<file path="src/hw/cts_map.svh">
// cycle timing sequencer: offsets, field positions, reset values, tap positions and timing counts
// assumes a 100 MHz system clock; included by the package and the top module
`ifndef CTS_MAP_SVH
`define CTS_MAP_SVH

`define CTS_CLK_PERIOD_NS 10
`define CTS_SHIFT_PERIOD_NS 50
`define CTS_TICK_CLKS ((`CTS_SHIFT_PERIOD_NS + `CTS_CLK_PERIOD_NS - 1) / `CTS_CLK_PERIOD_NS)
`define CTS_TICK_W 3
`define CTS_STAGES 28
// the 100 ns low pulse starts in stages 0 and 1
`define CTS_CHAIN_INIT 28'hFFFFFFC

`define CTS_FAST_SAVE_NS 200
`define CTS_FAST_SKIP (`CTS_FAST_SAVE_NS / `CTS_SHIFT_PERIOD_NS)
`define CTS_TAP_FAST 6

`define CTS_TAP_TS1_ON 0
`define CTS_TAP_TS2_ON 4
`define CTS_TAP_TS3_ON 13
`define CTS_TAP_TS4_ON 18
`define CTS_TAP_TP1 3
`define CTS_TAP_TP2 12
`define CTS_TAP_TP3 17
`define CTS_TAP_TP4 27

`define CTS_WH_LO 12
`define CTS_STALL_LO 16
`define CTS_STALL_HI 19

`define CTS_RET_LAG_NS 50
`define CTS_RET_LAG (`CTS_RET_LAG_NS / `CTS_SHIFT_PERIOD_NS)
`define CTS_INH_LAG_NS 100
`define CTS_INH_LAG (`CTS_INH_LAG_NS / `CTS_SHIFT_PERIOD_NS)
`define CTS_TAP_RD_ON 1
`define CTS_TAP_STRB_ON 3
`define CTS_TAP_STRB_OFF 5
`define CTS_TAP_RD_SRC_OFF 5
`define CTS_TAP_RD_RET_OFF (`CTS_TAP_RD_SRC_OFF + `CTS_RET_LAG)
`define CTS_TAP_WR_ON 12
`define CTS_TAP_INH_ON (`CTS_TAP_WR_ON + `CTS_INH_LAG)
`define CTS_TAP_WR_SRC_OFF 15
`define CTS_TAP_WR_RET_OFF (`CTS_TAP_WR_SRC_OFF + `CTS_RET_LAG)
`define CTS_TAP_WR_OFF 16

`define CTS_REG_CTRL 8'h00
`define CTS_REG_STATUS 8'h04
`define CTS_REG_CYCLES 8'h08
`define CTS_CTRL_SLOW_ONLY 0
`define CTS_CTRL_RESET 1'h0
`define CTS_ST_FAST 4
`define CTS_ST_IO_CONT 5
`define CTS_ST_SHIFT_HOLD 6
`define CTS_ST_CLAMP 7

`endif

</file>
<file path="src/hw/cts_pkg.sv">
// cycle timing sequencer: state types
// assumes cts_map.svh is on the include path
package cts_pkg;
`include "cts_map.svh"

   typedef struct packed {
      logic [`CTS_STAGES-1:0] chain;
      logic [`CTS_TICK_W-1:0] tick_cnt;
      logic ts1;
      logic ts2;
      logic ts3;
      logic ts4;
      logic [3:0] tp;
      logic src;
      logic ret;
      logic strb;
      logic wr;
      logic inh;
      logic io_cont;
      logic shift_hold;
      logic fast;
      logic slow_only;
      logic strobe_prev;
      logic [15:0] cycles;
      logic pready;
      logic pslverr;
      logic [31:0] prdata;
   } cts_state_s;

endpackage

</file>
<file path="src/hw/cts_sync.sv">
// cycle timing sequencer: two-flop synchroniser for pin inputs
// assumes inputs are asynchronous to clk
`timescale 1ns/1ps
`default_nettype none
module cts_sync #(
   parameter int W = 1,
   parameter logic [W-1:0] RESET_VAL = '1
) (
   input wire logic clk,
   input wire logic reset,
   input wire logic [W-1:0] d,
   output logic [W-1:0] q
);
   typedef struct packed {
      logic [W-1:0] meta;
      logic [W-1:0] sync;
   } cts_sync_s;

   cts_sync_s s;
   cts_sync_s next_s;

   always_comb begin
      next_s.meta = d;
      next_s.sync = s.meta;
   end

   always_ff @(posedge clk) begin
      if (reset) begin
         s <= {RESET_VAL, RESET_VAL};
      end else begin
         s <= next_s;
      end
   end

   assign q = s.sync;
endmodule // cts_sync
`default_nettype wire

</file>
<file path="src/hw/cts_top.sv">
// cycle timing sequencer: shift chain, time states, pulses, memory drive timing, i/o stall, apb registers
// assumes a 100 MHz clk, pins asynchronous, fast_state_entered from processor logic on clk
// Functional notes
// [RL1] time states follow in order; each pulse brackets its state's trailing edge
// [RL2] only time_state_2 differs between cycles; fast cycle is 200 ns shorter
// [RL3] slow cycle for read-modify-write, fast cycle for fetch-style rewrite
// [RL4] four set/reset latches for states, four tap decodes for pulses
// [RL5] clamp forces time_state_1 set and other time states clear
// [RL6] memory signals come from tap-driven latches held reset under clamp
// [RL7] return and source rise together; return falls 50 ns after source
// [RL8] sense strobe only in the read half
// [RL9] write and inhibit only in write half; inhibit 100 ns after write
// [RL10] pending low from peripheral stalls the cycle in time_state_3 at pulse 3
// [RL11] peripheral strobes each transfer, negates pending before the last
// [RL12] stall stage low with io_continue_flag set ends state 3, starts 4
// [RL13] pending asserted clears io_continue_flag at timing pulse 3
// [RL14] clock after clear drops shift_hold_flag; pulse frozen in stall stage
// [RL15] write half stage keeps shifting during a stall
// [RL16] final strobe sets continue flag; next clock restores shifting
// [RL17] i/o stalls arise only within fast cycles; with slow_only set the stall logic runs in slow cycles too
// [RL18] one stage per 50 ns; 28 stages give a 1.4 us slow cycle
// [RL19] normal operation uses a 1.2 us fast cycle
// [RL20] fast cycle selected on entry to fetch or non-autoindexed indirect state
// [RL21] taps chosen on the 50 ns grid to meet the durations
//
// Local design decisions: the APB slave port and the placing of the registers.
`timescale 1ns/1ps
`default_nettype none
`include "cts_map.svh"
module cts_top (
   input wire logic clk,
   input wire logic reset,
   input wire logic psel,
   input wire logic penable,
   input wire logic pwrite,
   input wire logic [7:0] paddr,
   input wire logic [31:0] pwdata,
   output logic [31:0] prdata,
   output logic pready,
   output logic pslverr,
   input wire logic power_clamp_n,
   input wire logic more_transfers_pending_n,
   input wire logic transfer_strobe_n,
   input wire logic fast_state_entered,
   output logic time_state_1,
   output logic time_state_2,
   output logic time_state_3,
   output logic time_state_4,
   output logic timing_pulse_1,
   output logic timing_pulse_2,
   output logic timing_pulse_3,
   output logic timing_pulse_4,
   output logic source_current,
   output logic return_current,
   output logic sense_strobe,
   output logic write_current,
   output logic inhibit_current
);
   localparam logic [`CTS_TICK_W-1:0] TICK_LAST = `CTS_TICK_W'(`CTS_TICK_CLKS - 1);

   cts_pkg::cts_state_s s;
   cts_pkg::cts_state_s next_s;
   logic [2:0] pins_s;
   logic clamp_n_s;
   logic pending_n_s;
   logic strobe_n_s;
   logic tick;
   logic strobe_fall;
   logic apb_access;
   logic [31:0] rd_word;
   logic rd_err;

   cts_sync #(.W(3), .RESET_VAL(3'h7)) u_sync (
      .clk(clk),
      .reset(reset),
      .d({power_clamp_n, more_transfers_pending_n, transfer_strobe_n}),
      .q(pins_s)
   );
   assign clamp_n_s = pins_s[2];
   assign pending_n_s = pins_s[1];
   assign strobe_n_s = pins_s[0];

   // one shift step; fast bypass and stall freeze applied on top of the plain rotate
   function automatic logic [`CTS_STAGES-1:0] chain_step(input logic [`CTS_STAGES-1:0] c, input logic fast,
                                                        input logic hold);
      logic [`CTS_STAGES-1:0] n;
      n = {c[`CTS_STAGES-2:0], c[`CTS_STAGES-1]}; // RL18
      if (fast) begin
         n[`CTS_TAP_FAST+1] = 1'b1; // RL2
         n[`CTS_TAP_FAST+`CTS_FAST_SKIP+1] = c[`CTS_TAP_FAST]; // RL2
      end
      if (!hold) begin
         n[`CTS_STALL_HI:`CTS_STALL_LO] = c[`CTS_STALL_HI:`CTS_STALL_LO]; // RL14
         n[`CTS_STALL_HI+1] = 1'b1; // RL14
      end
      return n;
   endfunction

   function automatic logic [31:0] reg_read(input logic [7:0] a, input cts_pkg::cts_state_s st,
                                            input logic clamp_n);
      logic [31:0] w;
      w = 32'h0;
      unique case (a)
         `CTS_REG_CTRL: w[`CTS_CTRL_SLOW_ONLY] = st.slow_only;
         `CTS_REG_STATUS: begin
            w[3:0] = {st.ts4, st.ts3, st.ts2, st.ts1};
            w[`CTS_ST_FAST] = st.fast;
            w[`CTS_ST_IO_CONT] = st.io_cont;
            w[`CTS_ST_SHIFT_HOLD] = st.shift_hold;
            w[`CTS_ST_CLAMP] = ~clamp_n;
         end
         `CTS_REG_CYCLES: w[15:0] = st.cycles;
         default: w = 32'h0;
      endcase
      return w;
   endfunction

   always_comb begin
      next_s = s;
      tick = (s.tick_cnt == TICK_LAST);
      strobe_fall = s.strobe_prev & ~strobe_n_s;
      next_s.strobe_prev = strobe_n_s;
      next_s.tick_cnt = tick ? `CTS_TICK_W'(0) : s.tick_cnt + `CTS_TICK_W'(1);
      if (tick) begin
         next_s.chain = chain_step(s.chain, s.fast, s.shift_hold); // RL15
         next_s.shift_hold = s.io_cont; // RL14 RL16
         if (!s.chain[`CTS_TAP_TP3] && !pending_n_s) begin
            next_s.io_cont = 1'b0; // RL10 RL13
         end
         // speed is latched on the two ticks per cycle while the pulse sits at the chain head
         // i/o stalls only come in fetch cycles, so they run on a fast cycle unless slow_only is set
         if (!s.chain[`CTS_TAP_TS1_ON]) begin
            next_s.fast = fast_state_entered & ~s.slow_only; // RL3 RL17 RL19 RL20
         end
      end
      // final strobe wins over a clear in the same cycle
      if (strobe_fall && pending_n_s) begin
         next_s.io_cont = 1'b1; // RL16
      end
      // time state latches, set/reset by chain taps
      if (!s.chain[`CTS_TAP_TS1_ON]) begin
         next_s.ts4 = 1'b0; // RL1 RL4
         next_s.ts1 = 1'b1;
      end
      if (!s.chain[`CTS_TAP_TS2_ON]) begin
         next_s.ts1 = 1'b0; // RL1 RL4
         next_s.ts2 = 1'b1;
      end
      if (!s.chain[`CTS_TAP_TS3_ON]) begin
         next_s.ts2 = 1'b0; // RL1 RL4
         next_s.ts3 = 1'b1;
      end
      if (!s.chain[`CTS_TAP_TS4_ON] && s.io_cont) begin
         next_s.ts3 = 1'b0; // RL12
         next_s.ts4 = 1'b1;
      end
      next_s.tp = ~{s.chain[`CTS_TAP_TP4], s.chain[`CTS_TAP_TP3], s.chain[`CTS_TAP_TP2],
                    s.chain[`CTS_TAP_TP1]}; // RL4 RL21
      // memory drive latches
      if (!s.chain[`CTS_TAP_RD_ON] || !s.chain[`CTS_TAP_WR_ON]) begin
         next_s.src = 1'b1; // RL7
         next_s.ret = 1'b1;
      end
      if (!s.chain[`CTS_TAP_RD_SRC_OFF] || !s.chain[`CTS_TAP_WR_SRC_OFF]) begin
         next_s.src = 1'b0; // RL7
      end
      if (!s.chain[`CTS_TAP_RD_RET_OFF] || !s.chain[`CTS_TAP_WR_RET_OFF]) begin
         next_s.ret = 1'b0; // RL7
      end
      if (!s.chain[`CTS_TAP_STRB_ON]) begin
         next_s.strb = 1'b1; // RL8
      end
      if (!s.chain[`CTS_TAP_STRB_OFF]) begin
         next_s.strb = 1'b0;
      end
      if (!s.chain[`CTS_TAP_WR_ON]) begin
         next_s.wr = 1'b1; // RL9
      end
      if (!s.chain[`CTS_TAP_INH_ON]) begin
         next_s.inh = 1'b1; // RL9
      end
      if (!s.chain[`CTS_TAP_WR_OFF]) begin
         next_s.wr = 1'b0;
         next_s.inh = 1'b0;
      end
      if (!s.ts1 && next_s.ts1) begin
         next_s.cycles = s.cycles + 16'h1;
      end
      // clamp presets the chain and holds every timing latch
      if (!clamp_n_s) begin
         next_s.chain = `CTS_CHAIN_INIT;
         next_s.tick_cnt = `CTS_TICK_W'(0);
         next_s.ts1 = 1'b1; // RL5
         next_s.ts2 = 1'b0;
         next_s.ts3 = 1'b0;
         next_s.ts4 = 1'b0;
         next_s.tp = 4'h0;
         next_s.src = 1'b0; // RL6
         next_s.ret = 1'b0;
         next_s.strb = 1'b0;
         next_s.wr = 1'b0;
         next_s.inh = 1'b0;
         next_s.io_cont = 1'b1;
         next_s.shift_hold = 1'b1;
      end
      // apb slave: one wait state, then pready with registered data
      apb_access = psel & penable;
      rd_word = reg_read(paddr, s, clamp_n_s);
      rd_err = (paddr != `CTS_REG_CTRL) && (paddr != `CTS_REG_STATUS) && (paddr != `CTS_REG_CYCLES);
      next_s.pready = apb_access & ~s.pready;
      next_s.pslverr = apb_access & ~s.pready & rd_err;
      next_s.prdata = (apb_access && !s.pready && !pwrite) ? rd_word : 32'h0;
      if (apb_access && s.pready && pwrite && paddr == `CTS_REG_CTRL) begin
         next_s.slow_only = pwdata[`CTS_CTRL_SLOW_ONLY];
      end
   end

   always_ff @(posedge clk) begin
      if (reset) begin
         s <= '0;
         s.chain <= `CTS_CHAIN_INIT;
         s.ts1 <= 1'b1;
         s.io_cont <= 1'b1;
         s.shift_hold <= 1'b1;
         s.slow_only <= `CTS_CTRL_RESET;
         s.strobe_prev <= 1'b1;
      end else begin
         s <= next_s;
      end
   end

   assign prdata = s.prdata;
   assign pready = s.pready;
   assign pslverr = s.pslverr;
   assign time_state_1 = s.ts1;
   assign time_state_2 = s.ts2;
   assign time_state_3 = s.ts3;
   assign time_state_4 = s.ts4;
   assign timing_pulse_1 = s.tp[0];
   assign timing_pulse_2 = s.tp[1];
   assign timing_pulse_3 = s.tp[2];
   assign timing_pulse_4 = s.tp[3];
   assign source_current = s.src;
   assign return_current = s.ret;
   assign sense_strobe = s.strb;
   assign write_current = s.wr;
   assign inhibit_current = s.inh;
endmodule // cts_top
`default_nettype wire

</file>
<file path="config.mk">
export PLATFORM = sky130hd
export DESIGN_NAME = cts_top
export DESIGN_NICKNAME = d
export VERILOG_FILES = /design/src/hw/cts_pkg.sv /design/src/hw/cts_sync.sv /design/src/hw/cts_top.sv
export VERILOG_INCLUDE_DIRS = /design/src /design/src/hw
export SDC_FILE = /design/constraint.sdc
export NUM_CORES = 1
export LEC_CHECK = 0
export BUFFER_PORTS_ARGS = -buffer_cell sky130_fd_sc_hd__buf_2
export CORE_UTILIZATION = 45
export CTS_BUF_LIST = sky130_fd_sc_hd__clkbuf_4
export DETAILED_ROUTE_END_ITERATION = 8
export HOLD_SLACK_MARGIN = 0.03
export PLACE_DENSITY = 0.8
export SLEW_MARGIN = 20
export SYNTH_ARGS = -nofsm -noshare
export SYNTH_HDL_FRONTEND = slang
export SYNTH_SLANG_ARGS = --single-unit
export TNS_END_PERCENT = 5
</file>
<file path="constraint.sdc">
create_clock -name clk -period 5.15 [get_ports clk]
set_input_delay 0.2575 -clock clk [delete_from_list [all_inputs] [get_ports clk]]
set_output_delay 0.2575 -clock clk [all_outputs]
set_load 0.01 [all_outputs]
</file>
==> summary.md <==
| Metric | Value |
|---|---|
| Worst setup path start | s[71]$_SDFFE_PP0N_ |
| Area of the core | ~7300 sq um |
| Dpl ws | roughly 3 ns |
| TritonRoute pass-1 iters | 4 |
| Peak supply drop | 0.1216 mV |
| Met2 WL post-DR | slightly below 3000 microns |
| Seq/Total Area, Yosys | 51.99% |
| Max-cap viol count | 0 |
| Root Driver | clkbuf_4 |
| H-tree levels | 3 |
| CP max stage delay | 0.53 ns |
| Cts bufs inserted | 9 |
| Worst Skew | 0.01588 ns |
| Post-synthesis cell type count | 39 |
| Most frequent cells in the layout | dfxtp_1, nand2_1, buf_2, nand3_1, nor2_1 |
| GR Overflow Total | 0 |
| Post-Route WL | 5975 microns |
| Critical Path Slowest Stage Cell | or3b_1 |
| Clock buffer depth | 2 |
| R2r worst-path depth | 4 |
| Fin. Hold Viols | 0 |
| RSZ-0062 raised after global routing | false |
| Ys Warns | 0 |
| Port-buffer cells | 48 |
| Mean area per synthesized cell | 8.810 sq um |
| 1st-iter DRT viols | 156 |
| Placed wire-length estimate | between 4000 and 5000 microns |
| Crit path capture | s[49]$_SDFFE_PP0P_ |
| Antenna diode count | 0 |
| Final worst slack | ~3 ns |
| Pleak | 1.632 nW |
| M1 WL | 2738 microns |
| Reg-to-Reg End | s[49]$_SDFFE_PP0P_ |
| #FFs+latches synth | 89 |
| Sw frac | 23.11% |
| Share of cells above drive strength 1 | between 10% and 20% |
| Worst Path Required | 5.48 ns |
| Fmax | 448.7 MHz |
| Util after Layout | 51.24% |
| Net switching power | 0.2777 mW |
| Vias in the first global route | about 2300 |
| GRT Total Usage | roughly 17% |
| Wire length on met3 | about 250 microns |
| Starting density of the core | a little under half |
| Setup TNS | 0 ns |
| CTS tree | yes |
| Top sig layer | met4 |
| Largest net degree at the start of global routing | 36 |
| DRC viols | 0 |
| Cell Pwr Density | roughly 320 nW/um^2 |
| GP Congestion | 0.7888 |
| DRT antenna net count | 0 |
| Die extent in x | 89.27 microns |
| Critical path class | reg -> reg |
| DR WL/cell | 11.45 microns |
| Clock Latency Late Sink | 0.43 ns |
| Die Ht | 89.27 microns |
| Hold slack | ~0.068 ns |
| Slew HR | 32.75% |
| Vias | 2502 |
| Via-per-instance ratio | 4.793 |
| Tmin final | 2.229 ns |
| Clock share of power | 35.3% |
| Post-synth top area share | 51.99% |
| Gates resized, CTS repair | 0 |
| Worst-path clk slew | 0.14 ns |
| Int Power | 0.9239 mW |
| Reg power frac | 59.3% |
| Num ports | 96 |
| Final #Nets | 470 |
| Mapped Area | between 3000 and 4000 sq um |
| Final Slew Violations | 0 |
| Antenna violations before repair | 0 |
| First-pass GRT wire length | 10110 microns |
| CP Cell Sequence | or3b_1 > nor4_2 > nor3b_1 > mux2_2 |
| Die ar. | around 8000 sq um |
| Worst Hold Class | in -> reg |
| Layout area overhead | 9.018% |
| # setup viols final | 0 |
| Critical Path Source Type | flop |
| CP Max Fanout | 8 |
| Cell Rows | 31 |
| Worst Setup End Kind | flop |
| Leading post-synthesis cells by cell area | dfxtp_1, buf_4, nand2_1, nand3_1, nor2_1 |
| Slew @ Worst Pin | 1.009 ns |
| Sink Count | 89 |
| Dominant cell type by area after synthesis | dfxtp_1 |
| Post-Syn Instances | 389 |
| Status | finished, final reports clean |
| Tcrit/Tclk final | 43.28% |
| Reg-to-reg critical path startpoint | s[71]$_SDFFE_PP0N_ |
| Critical Path AT | 2.56 ns |
| Most common library cell in the layout ignoring fill and taps | dfxtp_1 |
| Flop-to-flop setup slack | 2.92 ns |
| Logic pwr share | 5.5% |
==> per-stage QoR <==
step	cells	power, mW	area (sq um)
after floorplan	404	0.7804	3483
after global placement	503	0.7886	3543
after detailed placement	503	0.7915	3543
after CTS	522	1.209	3736
after global routing	522	1.254	3736
final	522	1.202	3736
==> power by group through the flow <==
stage               logic, mW  registers, mW  clock network [mW]
floorplan              0.0538          0.727                   0
global placement       0.0618          0.727                   0
detailed placement     0.0641          0.727                   0
CTS                    0.0663          0.712               0.430
global route           0.0759          0.715               0.463
finish                 0.0656          0.712               0.424
==> kinds of logic after synthesis <==
kind of cell	count (synthesis)	synth area share (%)
and+or+nand+nor	185	26.18
DFF	89	51.99
buffers and inverters	62	10.51
AOI/OAI and AO/OA	34	5.951
xor gates and xnor gates	9	2.300
muxes	6	1.862
adders and majority gates	3	1.095
other	1	0.1094
==> timing repair <==
item / CTS / global route
endpoints found under the hold margin: 3 / 0
setup buffers: 0 / 0
hold buffers: 3 / 0
==> flip-flops by register name (all words and copies together), names as in the netlist, 3 cells and up <==
name and cells:
prdata 16, u_sync.q 3, s 52, u_sync.next_s 3
==> layer usage <==
metal	track usage (%)	vias up
li1	-	1288
met5	0	-
met3	3.970	8
met2	27.55	60
met4	7.504	0
met1	20.31	1146
==> worst max-delay path, delay by kind of cell (launching register included) <==
kind,cells,cell delay (ns)
muxes,1,0.36
and+or+nand+nor,3,1.36
DFF,1,0.40
==> synthesized netlist by cell type <==
master,n
a31oi_1,1
a21oi_1,13
nor3_1,6
and3_1,3
a22oi_1,7
or4_4,1
or2_2,7
or4_1,1
mux2i_1,3
nand2_1,62
and4bb_2,1
xnor2_1,6
or3b_1,1
nor4_2,1
xor2_1,3
nand4_1,3
nand3_1,36
conb_1,1
nor3b_1,2
or3_1,4
o21ai_0,10
nand4b_1,1
o211ai_1,1
clkbuf_1,15
inv_1,13
o2111a_1,2
mux2_2,3
nor2b_1,8
and2_1,10
nand2b_1,1
nor2_1,34
dfxtp_1,89
nor4_1,1
buf_6,1
buf_1,1
buf_4,32
and4_1,1
nor4bb_1,1
ha_1,3
==> layout make-up <==
| type | count | area [sq um] |
|---|---|---|
| Fill cell | 672 | 3556 |
| Sequential cell | 89 | 1782 |
| Multi-Input combinational cell | 253 | 1341 |
| Timing Repair Buffer | 52 | 277.8 |
| Tap cell | 99 | 123.9 |
| Clock inverter | 7 | 95.09 |
| Clock buffer | 9 | 67.56 |
| Inverter | 13 | 48.80 |
==> how the worst min path moves through the flow <==
stage | startpoint | end | slack (ns) | cells after the start
2_1_floorplan | reset | pready$_SDFF_PP0_ | 0.36 | 1
3_3_place_gp | u_sync.next_s[0]$_SDFF_PP1_ | u_sync.q[0]$_SDFF_PP1_ | 0.39 | 1
3_5_place_dp | u_sync.next_s[1]$_SDFF_PP1_ | u_sync.q[1]$_SDFF_PP1_ | 0.39 | 1
4_1_cts | pwdata[0] | s[51]$_SDFFE_PP0P_ | 0.05 | 3
5_1_grt | pwdata[0] | s[51]$_SDFFE_PP0P_ | 0.07 | 3
6_report | pwdata[0] | s[51]$_SDFFE_PP0P_ | 0.07 | 3
No activity file was read; power rests on OpenSTA's default activity.
